--- src/verilog/rmc_pkg.sv ---
package rmc_pkg;
    localparam int RMC_NREG = 36;
    localparam int RMC_AW   = 10;
    localparam logic [RMC_AW-1:0] RMC_ADDR [RMC_NREG] = '{
        10'h102, 10'h10c, 10'h10d, 10'h10e, 10'h10f, 10'h13e,
        10'h304, 10'h305, 10'h306, 10'h30e, 10'h30f, 10'h32c,
        10'h335, 10'h389, 10'h38b, 10'h39b, 10'h3b2, 10'h3b4,
        10'h3b6, 10'h3b7, 10'h3b8, 10'h3ba, 10'h3bc, 10'h3bf,
        10'h3c4, 10'h3d2, 10'h3d3, 10'h3d4, 10'h3d5, 10'h3d6,
        10'h3d7, 10'h3e0, 10'h3f3, 10'h3f7, 10'h3f8, 10'h3f9
    };
    localparam int RMC_I_SYNC0 = 1;
    localparam int RMC_I_SYNC1 = 2;
    localparam int RMC_I_SYNC2 = 3;
    localparam int RMC_I_SCFG  = 4;
    localparam int RMC_I_MODE  = 5;
    localparam int RMC_I_RXFE  = 15;
    localparam int RMC_I_PCHK  = 32;
    localparam int RMC_I_AFCC  = 33;
    localparam int RMC_I_AFCR  = 35;
    localparam logic [RMC_AW-1:0] RMC_STATUS_ADDR = 10'h3fa;
    localparam logic [7:0] RMC_ZERO_RST = 8'h00;
    localparam logic [7:0] RMC_RXFE_RST = 8'h10;
    localparam logic [7:0] RMC_PCHK_RST = 8'h05;
    localparam logic [7:0] RMC_MODE_PKT   = 8'h04;
    localparam logic [7:0] RMC_MODE_SPORT = 8'h03;
    localparam logic [7:0] RMC_AFC_ON     = 8'h07;
    localparam int RMC_LEN_LSB = 0;
    localparam int RMC_LEN_W   = 5;
    localparam int RMC_TOL_LSB = 5;
    localparam int RMC_TOL_W   = 2;
    localparam int RMC_LNA_LSB = 4;
    localparam int RMC_LNA_W   = 3;
    localparam int RMC_BW_LSB  = 0;
    localparam int RMC_BW_W    = 4;
    localparam logic [2:0] RMC_LNA_PORT1 = 3'h0;
    localparam int RMC_SYNC_W = 24;
    localparam int RMC_CNT_W  = 5;
    localparam int RMC_ERR_W  = 9;
    localparam int RMC_ST_P1  = 0;
    localparam int RMC_ST_P2  = 1;
    localparam int RMC_ST_TRK = 2;
    localparam int RMC_ST_HLD = 3;
    localparam int RMC_ST_SYN = 4;
    typedef enum logic [1:0] {
        RMC_SLEEP = 2'b00,
        RMC_IDLE  = 2'b01,
        RMC_RX    = 2'b10,
        RMC_TX    = 2'b11
    } rmc_radio_t;
    typedef enum logic [1:0] {
        RMC_AFC_OFF   = 2'b00,
        RMC_AFC_TRACK = 2'b01,
        RMC_AFC_HOLD  = 2'b10
    } rmc_afc_t;
    typedef struct packed {
        logic [RMC_NREG-1:0][7:0]     regs;
        logic [7:0]                   rdata;
        logic                         pa;
        logic                         pa_oe;
        logic                         lna;
        logic                         lna_oe;
        logic                         port1;
        logic                         port2;
        logic [RMC_BW_W-1:0]          bb_bw;
        logic                         pkt;
        logic                         sport;
        rmc_afc_t                     afc;
        logic signed [RMC_ERR_W-1:0]  afc_off;
        logic                         sync_seen;
    } rmc_state_t;
    typedef struct packed {
        logic [RMC_SYNC_W-1:0] shreg;
        logic                  found;
    } rmc_sync_state_t;
endpackage

--- src/verilog/rmc_sync_if.sv ---
interface rmc_sync_if;
    import rmc_pkg::*;
    logic [RMC_SYNC_W-1:0] pattern;
    logic [RMC_LEN_W-1:0]  len;
    logic [RMC_TOL_W-1:0]  tol;
    logic                  bit_in;
    logic                  bit_valid;
    logic                  found;
    modport cfg  (output pattern, len, tol, bit_in, bit_valid, input found);
    modport core (input pattern, len, tol, bit_in, bit_valid, output found);
endinterface

--- src/verilog/rmc_sync_match.sv ---
module rmc_sync_match
    import rmc_pkg::*;
(
    input  wire logic sys_clk_i, // system clock
    input  wire logic sys_rst_i, // synchronous reset
    rmc_sync_if.core  sif        // pattern, bit stream, match
);
    rmc_sync_state_t        st;
    rmc_sync_state_t        next_st;
    logic [RMC_SYNC_W-1:0]  mask;
    logic [RMC_SYNC_W-1:0]  shifted;
    logic [RMC_CNT_W-1:0]   cur_errs;

    function automatic logic [RMC_CNT_W-1:0] rmc_count(input logic [RMC_SYNC_W-1:0] v);
        logic [RMC_CNT_W-1:0] n;
        n = '0;
        for (int i = 0; i < RMC_SYNC_W; i++) begin
            n = n + RMC_CNT_W'(v[i]);
        end
        return n;
    endfunction

    ////////////////////////////////////////////////////////////////////////////
    always_comb begin
        for (int i = 0; i < RMC_SYNC_W; i++) begin
            mask[i] = (i < int'(sif.len));
        end
        // newest bit enters at bit 0, so byte one precedes byte zero on air
        shifted = {st.shreg[RMC_SYNC_W-2:0], sif.bit_in};
        next_st = st;
        next_st.found = 1'b0;
        if (sif.bit_valid) begin
            next_st.shreg = shifted;
            next_st.found = (sif.len != '0) &&
                (rmc_count((shifted ^ sif.pattern) & mask) <=
                 RMC_CNT_W'(sif.tol)); // see (RULE7) (RULE8)
        end
    end

    always_ff @(posedge sys_clk_i) begin
        if (sys_rst_i) begin
            st <= '0;
        end else begin
            st <= next_st;
        end
    end

    assign sif.found = st.found;
    assign cur_errs  = rmc_count((st.shreg ^ sif.pattern) & mask);

    ////////////////////////////////////////////////////////////////////////////
    property p_sync_cause;
        @(posedge sys_clk_i) disable iff (sys_rst_i)
        sif.found |-> $past(sif.bit_valid) && (st.shreg[0] == $past(sif.bit_in));
    endproperty
    a_sync_cause: assert property (p_sync_cause) else $error("match without bit"); // see (RULE7)

    property p_sync_exact;
        @(posedge sys_clk_i) disable iff (sys_rst_i)
        (sif.found && sif.tol == '0 && $stable(sif.len)) |-> cur_errs == '0;
    endproperty
    a_sync_exact: assert property (p_sync_exact) else $error("inexact match"); // see (RULE7)

    property p_sync_tol;
        @(posedge sys_clk_i) disable iff (sys_rst_i)
        (sif.found && $stable(sif.len)) |-> cur_errs <= RMC_CNT_W'($past(sif.tol));
    endproperty
    a_sync_tol: assert property (p_sync_tol) else $error("too many errors"); // see (RULE8)

    c_sync_hit: cover property (@(posedge sys_clk_i) disable iff (sys_rst_i) sif.found);
endmodule

--- src/verilog/rmc_config_core.sv ---
// Operation
// (RULE1) host writes common settings, lock time 0x28 at 0x335, before GFSK/FSK use
// (RULE2) host writes rate set; rate is two bytes, upper byte first
// (RULE3) host programs preamble length only in packet mode; 0x04 gives 6 bytes
// (RULE4) host sets baseband bandwidth bits 3:0 to 0x6, or 0xD at 2 Mbps
// (RULE5) host writes mode 0x04 packet or 0x03 serial; serial also sets pin function
// (RULE6) sync bytes beyond sync length are filled with preamble pattern
// (RULE7) device matches sync word of programmed length, byte one before byte zero
// (RULE8) device accepts sync words with up to tolerance-field bit errors
// (RULE9) code 0x07 enables frequency correction, frozen at preamble detection
// (RULE10) correction pull-in limited by range register; 0x50 is plus/minus 80 kHz
// (RULE11) 802.15.4 packet mode works from reset defaults; serial needs shaping 0x01
// (RULE12) at most one RF port active; port 1 receive only, port 2 both
// (RULE13) receive uses port 2 when port select is 1, port 1 when 0
// (RULE14) with PA enable set, PA pin high in transmit, low elsewhere
// (RULE15) with LNA enable set, LNA pin high in receive, low elsewhere
// (RULE16) both enable pins float in sleep; board pulls them low
// (RULE17) diversity controller compares signal strength and switches during preamble; here the receive port follows only the port select field
// (RULE18) host issues restart before changing between GFSK/FSK and 802.15.4 modes
// (RULE19) host finishes configuration before any transmit or receive command
module rmc_config_core
    import rmc_pkg::*;
(
    input  wire logic                        sys_clk_i,          // 40 MHz clock
    input  wire logic                        sys_rst_i,          // sync reset
    input  wire logic                        reg_wr_i,           // register write
    input  wire logic                        reg_rd_i,           // register read
    input  wire logic [RMC_AW-1:0]           reg_addr_i,         // register location
    input  wire logic [7:0]                  reg_wdata_i,        // write data
    output logic      [7:0]                  reg_rdata_o,        // read data
    input  rmc_radio_t                       radio_state_i,      // controller state
    input  wire logic                        pa_auto_en_i,       // PA enable control
    input  wire logic                        lna_auto_en_i,      // LNA enable control
    input  wire logic                        rx_bit_i,           // demodulated bit
    input  wire logic                        rx_bit_valid_i,     // bit strobe
    input  wire logic                        preamble_det_i,     // preamble found
    input  wire logic signed [RMC_ERR_W-1:0] freq_err_i,         // offset, kHz
    output logic                             pa_enable_pin_o,    // PA enable level
    output logic                             pa_enable_pin_oe_o, // PA pin driven
    output logic                             lna_enable_pin_o,   // LNA enable level
    output logic                             lna_enable_pin_oe_o,// LNA pin driven
    output logic                             rf_port1_on_o,      // port 1 active
    output logic                             rf_port2_on_o,      // port 2 active
    output logic      [RMC_BW_W-1:0]         rx_bb_bw_o,         // baseband bandwidth
    output logic                             mode_packet_o,      // packet mode
    output logic                             mode_sport_o,       // serial mode
    output logic                             sync_found_o,       // sync pulse
    output logic                             afc_run_o,          // AFC tracking
    output logic signed [RMC_ERR_W-1:0]      afc_offset_o        // correction, kHz
);
    rmc_state_t                  st;
    rmc_state_t                  next_st;
    logic                        hit;
    logic [$clog2(RMC_NREG)-1:0] hit_idx;
    logic [RMC_LNA_W-1:0]        lna_sel;
    logic [7:0]                  rng;
    logic signed [RMC_ERR_W-1:0] lim;
    logic signed [RMC_ERR_W-1:0] clamped;
    logic                        rx_now;
    logic                        tx_now;
    logic                        awake;
    logic                        port1_next;
    logic [7:0]                  status;

    rmc_sync_if sif ();

    ////////////////////////////////////////////////////////////////////////////
    // sync pattern and bit stream towards the correlator
    assign sif.pattern = {st.regs[RMC_I_SYNC2], st.regs[RMC_I_SYNC1],
                          st.regs[RMC_I_SYNC0]};
    assign sif.len     = st.regs[RMC_I_SCFG][RMC_LEN_LSB +: RMC_LEN_W];
    assign sif.tol     = st.regs[RMC_I_SCFG][RMC_TOL_LSB +: RMC_TOL_W];
    assign sif.bit_in    = rx_bit_i;
    assign sif.bit_valid = rx_bit_valid_i && (radio_state_i == RMC_RX);

    rmc_sync_match u_sync (
        .sys_clk_i (sys_clk_i),
        .sys_rst_i (sys_rst_i),
        .sif       (sif.core)
    );

    ////////////////////////////////////////////////////////////////////////////
    // address decode over the fixed location table
    always_comb begin
        hit     = 1'b0;
        hit_idx = '0;
        for (int i = 0; i < RMC_NREG; i++) begin
            if (reg_addr_i == RMC_ADDR[i]) begin
                hit     = 1'b1;
                hit_idx = ($clog2(RMC_NREG))'(i);
            end
        end
    end

    assign lna_sel = st.regs[RMC_I_RXFE][RMC_LNA_LSB +: RMC_LNA_W];
    assign rng     = st.regs[RMC_I_AFCR];
    assign lim     = $signed({1'b0, rng});
    assign rx_now  = (radio_state_i == RMC_RX);
    assign tx_now  = (radio_state_i == RMC_TX);
    assign awake   = (radio_state_i != RMC_SLEEP);
    // any select value other than port 1 keeps the default port 2
    assign port1_next = rx_now && (lna_sel == RMC_LNA_PORT1);

    always_comb begin
        clamped = freq_err_i;
        if (freq_err_i > lim) begin
            clamped = lim; // see (RULE10)
        end else if (freq_err_i < -lim) begin
            clamped = -lim; // see (RULE10)
        end
    end

    always_comb begin
        status = '0;
        status[RMC_ST_P1]  = st.port1;
        status[RMC_ST_P2]  = st.port2;
        status[RMC_ST_TRK] = (st.afc == RMC_AFC_TRACK);
        status[RMC_ST_HLD] = (st.afc == RMC_AFC_HOLD);
        status[RMC_ST_SYN] = st.sync_seen;
    end

    ////////////////////////////////////////////////////////////////////////////
    always_comb begin
        next_st = st;
        if (reg_wr_i && hit) begin
            next_st.regs[hit_idx] = reg_wdata_i;
        end
        if (reg_rd_i) begin
            if (hit) begin
                next_st.rdata = st.regs[hit_idx];
            end else if (reg_addr_i == RMC_STATUS_ADDR) begin
                next_st.rdata = status;
            end else begin
                next_st.rdata = RMC_ZERO_RST;
            end
        end
        // a write to status clears the sticky sync flag; a new match wins
        if (reg_wr_i && reg_addr_i == RMC_STATUS_ADDR) begin
            next_st.sync_seen = 1'b0;
        end
        if (sif.found) begin
            next_st.sync_seen = 1'b1;
        end
        // enables float in sleep, so the board pull-downs hold amplifiers off
        next_st.pa_oe  = awake; // see (RULE16)
        next_st.lna_oe = awake; // see (RULE16)
        next_st.pa     = awake && pa_auto_en_i && tx_now; // see (RULE14)
        next_st.lna    = awake && lna_auto_en_i && rx_now; // see (RULE15)
        // transmit is only possible on port 2
        next_st.port1 = port1_next; // see (RULE13)
        next_st.port2 = tx_now || (rx_now && !port1_next); // see (RULE12) (RULE13)
        next_st.bb_bw = st.regs[RMC_I_RXFE][RMC_BW_LSB +: RMC_BW_W];
        next_st.pkt   = (st.regs[RMC_I_MODE] == RMC_MODE_PKT);
        next_st.sport = (st.regs[RMC_I_MODE] == RMC_MODE_SPORT);
        case (st.afc)
            RMC_AFC_OFF: begin
                next_st.afc_off = '0;
                if (rx_now && st.regs[RMC_I_AFCC] == RMC_AFC_ON) begin
                    next_st.afc = RMC_AFC_TRACK; // see (RULE9)
                end
            end
            RMC_AFC_TRACK: begin
                next_st.afc_off = clamped; // see (RULE10)
                if (!rx_now || st.regs[RMC_I_AFCC] != RMC_AFC_ON) begin
                    next_st.afc     = RMC_AFC_OFF;
                    next_st.afc_off = '0;
                end else if (preamble_det_i) begin
                    next_st.afc = RMC_AFC_HOLD; // see (RULE9)
                end
            end
            RMC_AFC_HOLD: begin
                // frozen value held for the rest of the reception
                if (!rx_now) begin
                    next_st.afc     = RMC_AFC_OFF;
                    next_st.afc_off = '0;
                end
            end
            default: begin
                next_st.afc     = RMC_AFC_OFF;
                next_st.afc_off = '0;
            end
        endcase
    end

    always_ff @(posedge sys_clk_i) begin
        if (sys_rst_i) begin
            st <= '0;
            // defaults alone give 802.15.4 packet operation on port 2
            st.regs[RMC_I_RXFE] <= RMC_RXFE_RST; // see (RULE11)
            st.regs[RMC_I_PCHK] <= RMC_PCHK_RST; // see (RULE11)
        end else begin
            st <= next_st;
        end
    end

    ////////////////////////////////////////////////////////////////////////////
    assign reg_rdata_o         = st.rdata;
    assign pa_enable_pin_o     = st.pa;
    assign pa_enable_pin_oe_o  = st.pa_oe;
    assign lna_enable_pin_o    = st.lna;
    assign lna_enable_pin_oe_o = st.lna_oe;
    assign rf_port1_on_o       = st.port1;
    assign rf_port2_on_o       = st.port2;
    assign rx_bb_bw_o          = st.bb_bw;
    assign mode_packet_o       = st.pkt;
    assign mode_sport_o        = st.sport;
    assign sync_found_o        = sif.found;
    assign afc_run_o           = (st.afc == RMC_AFC_TRACK);
    assign afc_offset_o        = st.afc_off;

    ////////////////////////////////////////////////////////////////////////////
    property p_port_excl;
        @(posedge sys_clk_i) disable iff (sys_rst_i)
        !(rf_port1_on_o && rf_port2_on_o) && !(rf_port1_on_o && $past(tx_now));
    endproperty
    a_port_excl: assert property (p_port_excl) else $error("two ports active"); // see (RULE12)

    property p_rx_route;
        @(posedge sys_clk_i) disable iff (sys_rst_i)
        (rx_now && !(reg_wr_i && hit)) |=>
            (rf_port1_on_o == ($past(lna_sel) == RMC_LNA_PORT1)) &&
            (rf_port2_on_o == ($past(lna_sel) != RMC_LNA_PORT1));
    endproperty
    a_rx_route: assert property (p_rx_route) else $error("wrong rx port"); // see (RULE13)

    property p_default_port;
        @(posedge sys_clk_i)
        $past(sys_rst_i) && !sys_rst_i |-> lna_sel != RMC_LNA_PORT1;
    endproperty
    a_default_port: assert property (p_default_port) else $error("bad default"); // see (RULE11)

    property p_pa_tx;
        @(posedge sys_clk_i) disable iff (sys_rst_i)
        (pa_auto_en_i && tx_now) |=> pa_enable_pin_o && pa_enable_pin_oe_o;
    endproperty
    a_pa_tx: assert property (p_pa_tx) else $error("PA not on in tx"); // see (RULE14)

    property p_pa_off;
        @(posedge sys_clk_i) disable iff (sys_rst_i)
        (awake && !tx_now) |=> !pa_enable_pin_o && pa_enable_pin_oe_o;
    endproperty
    a_pa_off: assert property (p_pa_off) else $error("PA on outside tx"); // see (RULE14)

    property p_lna_rx;
        @(posedge sys_clk_i) disable iff (sys_rst_i)
        awake |=> lna_enable_pin_o == ($past(lna_auto_en_i) && $past(rx_now));
    endproperty
    a_lna_rx: assert property (p_lna_rx) else $error("LNA level wrong"); // see (RULE15)

    property p_sleep_float;
        @(posedge sys_clk_i) disable iff (sys_rst_i)
        (radio_state_i == RMC_SLEEP) ##1 (radio_state_i == RMC_SLEEP) |->
            !pa_enable_pin_oe_o && !lna_enable_pin_oe_o;
    endproperty
    a_sleep_float: assert property (p_sleep_float) else $error("pin driven in sleep"); // see (RULE16)

    property p_afc_freeze;
        @(posedge sys_clk_i) disable iff (sys_rst_i)
        (afc_run_o && rx_now && preamble_det_i && st.regs[RMC_I_AFCC] == RMC_AFC_ON)
            ##1 rx_now [*3] |=> $stable(afc_offset_o) && !afc_run_o;
    endproperty
    a_afc_freeze: assert property (p_afc_freeze) else $error("AFC not frozen"); // see (RULE9)

    property p_afc_range;
        @(posedge sys_clk_i) disable iff (sys_rst_i)
        afc_run_o |-> (afc_offset_o <= $signed({1'b0, $past(rng)})) &&
                      (afc_offset_o >= -$signed({1'b0, $past(rng)}));
    endproperty
    a_afc_range: assert property (p_afc_range) else $error("AFC beyond range"); // see (RULE10)

    c_pa_tx:    cover property (@(posedge sys_clk_i) disable iff (sys_rst_i)
                                pa_enable_pin_o);
    c_port1_rx: cover property (@(posedge sys_clk_i) disable iff (sys_rst_i)
                                rf_port1_on_o);
    c_afc_hold: cover property (@(posedge sys_clk_i) disable iff (sys_rst_i)
                                st.afc == RMC_AFC_HOLD);
endmodule

--- config.mk ---
export PLATFORM = sky130hd
export DESIGN_NAME = rmc_config_core
export DESIGN_NICKNAME = d
export VERILOG_FILES = /design/src/verilog/rmc_pkg.sv /design/src/verilog/rmc_sync_if.sv /design/src/verilog/rmc_sync_match.sv /design/src/verilog/rmc_config_core.sv
export SDC_FILE = /design/constraint.sdc
export NUM_CORES = 1
export LEC_CHECK = 0
export BUFFER_PORTS_ARGS = -buffer_cell sky130_fd_sc_hd__buf_4
export CAP_MARGIN = 20
export CORE_MARGIN = 2
export CORE_UTILIZATION = 67
export CTS_CLUSTER_SIZE = 40
export DETAILED_ROUTE_END_ITERATION = 8
export PLACE_DENSITY = 0.92
export SLEW_MARGIN = 15
export SYNTH_ARGS = -nofsm -noshare
export SYNTH_HDL_FRONTEND = slang
export SYNTH_HIERARCHICAL = 1
export SYNTH_SLANG_ARGS = --single-unit
--- constraint.sdc ---
create_clock -name sys_clk_i -period 8.55 [get_ports sys_clk_i]
set_input_delay 0.4275 -clock sys_clk_i [delete_from_list [all_inputs] [get_ports sys_clk_i]]
set_output_delay 0.4275 -clock sys_clk_i [all_outputs]
set_load 0.1 [all_outputs]
==> metrics <==
result of the run=finished with violations; violated checks=DRC; Antenna Cells=0; number of buffers on the longest clock path=3; die boundary height=around 170 µm; number of iterations in the first detailed-routing pass=9; Post-synth EDFFs=0; global routing usage summed across all routing layers=~40%; Overall Power=3.26 mW; CTS buffer count=36; count of hold-fix buffers inserted at cts=0; category of the most critical setup path=reg -> reg; leak pwr=between 6 and 7 nW; met3 Usage GRT=between 10% and 20%; Layout Nets=2271; CP arrival=slightly above 6 ns; DRC marker count from the first detailed-route iteration=3364; number of buffer cells added on primary ports=68; antenna viol nets, final=0; share of the clock period used by the worst path after layout=around two thirds; final setup violating endpoints=0; residual DRC count=22; CP Capture Type=register; average vias per placed instance=between 6 and 7; final hold slack=0.131 ns; setup bufs post-CTS=0; worst clock skew=~0.015 ns; sum of negative setup slack=0 ns; TritonCTS clock tree=yes; fillcell total=between 1500 and 2000; biggest area consumer among synthesized cells=sky130_fd_sc_hd__dfxtp_1; final non-filler cell area=roughly 19000 µm²; met1 Usage GRT=52.3%; cell type of the slowest stage on the worst timing path=sky130_fd_sc_hd__dfxtp_1; Max Freq=~180 MHz; HPWL after detailed placement=roughly 35 mm; Yosys top cell area share=between 30% and 40%; count of different cell masters after synthesis=87; most common library cells after synthesis=sky130_fd_sc_hd__nand2_1 (558), sky130_fd_sc_hd__dfxtp_1 (343), sky130_fd_sc_hd__a21oi_1 (282); final worst slack=roughly 2.9 ns; Yosys reg bits=343; Worst Path Max Fanout=25; antenna violations before repair=0; share of the core filled with cells in the final layout=73.7%; average wire per standard cell=about 22 µm; synthesized area per cell=7.76 µm²; synthesized net count=approximately 2300; via count of the first global-routing pass=between 15000 and 20000; area grow syn2layout=7.26%; level count of the clock H-tree=2; leading post-synthesis cells by cell area=sky130_fd_sc_hd__dfxtp_1 (39%), sky130_fd_sc_hd__nand2_1 (12%), sky130_fd_sc_hd__a21oi_1 (8.1%); initial core utilization=between 60% and 70%; worst vdd rail ir drop=around 0.18 mV; most common flop cell mapped by yosys=sky130_fd_sc_hd__dfxtp_1; critical path launch point type=register; largest net degree at the start of global routing=148; path type of the worst min-delay path=in -> reg; met2 track utilization from global routing=roughly three fifths; row cnt=58; total power divided by cell area=between 150 and 200 nW/µm²; DP Area=roughly 18000 µm²; clock insertion delay at the later pin of the skew report=around 0.52 ns; non-filler cells, final=2543; standard cell core area=between 20000 and 30000 µm²; Ports=slightly below 70; number of logic stages on the critical path including buffering=15; worst slack after detailed placement=2.90 ns; first-pass GRT wire length=about 86 mm; Final Max Slew Viols=0; total number of clock tree sinks=roughly 340; RSZ-0062 raised after global routing=false; number of warning messages in the yosys log=6; Largest delay share family, worst path=adder cells; Post-CTS Resized=0; actual transition at the worst max-transition pin=roughly 1.2 ns; number of maximum-capacitance constraint violations=0; Placer Congestion=0.954; worst hold path stage count=3; placed instance count=~2500; Sequential Area=6870 µm²; fraction of final layout cells sized beyond drive strength 1=approximately 8.5%; crit path buf inv count=3; worst path required time=between 8 and 9 ns; area of the mapped netlist=between 15000 and 20000 µm²; area enclosed by the die boundary=27300 µm²; critical-path cell list=o21ai_0, fa_1, fa_1, inv_1, fa_1, fa_1, fa_1, fa_1, inv_1, fa_1, inv_1, ha_1, nor2b_1, a2bb2oi_1, nor4_1; share of synthesized area occupied by flip-flops and latches=roughly two fifths; Die X-Extent=between 150 and 200 µm; post-layout minimum cycle time=between 5 and 6 ns; R2R cell count=15; Largest stage delay, worst path=0.87 ns; total routed wirelength=~56 mm; fraction of registers with async set/reset=0%; total congestion overflow after global routing=0; clock slew seen by the registers of the worst setup and hold paths=0.06 ns; multi-input combinational cell area=9520 µm²; Mapped Cells=between 2000 and 2500; library cell with the highest instance count after synthesis=sky130_fd_sc_hd__nand2_1; final hold violation count=0; crit-path most repeated cell=sky130_fd_sc_hd__fa_1; most crowded layer after global routing=met2; normalized max-slew margin=a little under 20%; detailed-route via count=around 17000; cell chosen for the clock root=sky130_fd_sc_hd__clkbuf_16
[kinds of logic after synthesis]
logic type	share of synthesized area, %
adders and majority gates	3.82
AOI/OAI and AO/OA	19.5
and+or+nand+nor	23.7
buffers and inverters	5.95
muxes	5.96
xor gates and xnor gates	1.56
DFF	39.5
[worst paths after layout]
kind / from / slack [ns] / end
setup / recovery: sif.len[4]$_SDFFE_PP0P_ / 2.86 / u_sync/sif.found$_SDFF_PP0_
setup reg to reg: sif.len[4]$_SDFFE_PP0P_ / 2.86 / u_sync/sif.found$_SDFF_PP0_
hold / removal: radio_state_i[1] / 0.13 / lna_enable_pin_oe_o$_SDFF_PP0_
hold reg to reg: st[272]$_SDFFE_PP0P_ / 0.45 / st[272]$_SDFFE_PP0P_
[final cells by class]
cell class,count,area share (%)
Timing Repair Buffer,85,3.46
Multi-Input combinational cell,1683,51.0
Sequential cell,343,36.8
Inverter,41,0.824
Clock buffer,57,5.58
Tap cell,330,2.21
Clock inverter,4,0.161
[worst reg2reg max path: cells and delay by family (launching register included)]
kind / cells / cell delay (ns)
AO/OA/AOI/OAI: 2 / 0.43
buffers and inverters: 3 / 0.21
AND/OR/NAND/NOR: 2 / 0.37
adder cells (fa/ha/maj): 8 / 3.70
flip-flops: 1 / 0.87
[power by group]
| group | total [mW] | switching (mW) | leakage [nW] | internal (mW) |
|---|---|---|---|---|
| Sequential | 1.60 | 0.00156 | 2.76 | 1.60 |
| Clock | 1.47 | 0.637 | 0.516 | 0.835 |
| Combinational | 0.188 | 0.142 | 3.23 | 0.0458 |
[state kept, by name, summed over array words and instances (netlist names)]
signal,flops
st,245
sif.tol,2
sif.len,5
sif.pattern,24
mode_packet_o,1
lna_sel,3
reg_rdata_o,8
next_st,4
rf_port1_on_o,1
lna_enable_pin_oe_o,1
u_sync/sif.found,1
afc_offset_o,9
rng,8
pa_enable_pin_o,1
rx_bb_bw_o,4
u_sync/shifted,23
lna_enable_pin_o,1
mode_sport_o,1
rf_port2_on_o,1
[per-layer routing]
layer  up-vias  wire length (µm)  part of all wire [%]
met3       323              8510                    15
met1      7869             20200                    36
met2      1537             23400                    42
li1       7591                 -                     -
met4         0              3630                   6.5
met5         -                 0                     0
[layout by cell type, fill, tap and decap left out, types with 25 or more instances in the layout]
| cell | count |
|---|---|
| sky130_fd_sc_hd__a21oi_1 | 282 |
| sky130_fd_sc_hd__a221oi_1 | 27 |
| sky130_fd_sc_hd__buf_4 | 84 |
| sky130_fd_sc_hd__clkbuf_16 | 37 |
| sky130_fd_sc_hd__dfxtp_1 | 343 |
| sky130_fd_sc_hd__ha_1 | 26 |
| sky130_fd_sc_hd__inv_1 | 41 |
| sky130_fd_sc_hd__mux2i_1 | 98 |
| sky130_fd_sc_hd__nand2_1 | 558 |
| sky130_fd_sc_hd__nand3_1 | 32 |
| sky130_fd_sc_hd__nor2_1 | 178 |
| sky130_fd_sc_hd__nor3_1 | 25 |
| sky130_fd_sc_hd__o21ai_0 | 102 |
Power figures use the tool's default switching activity.
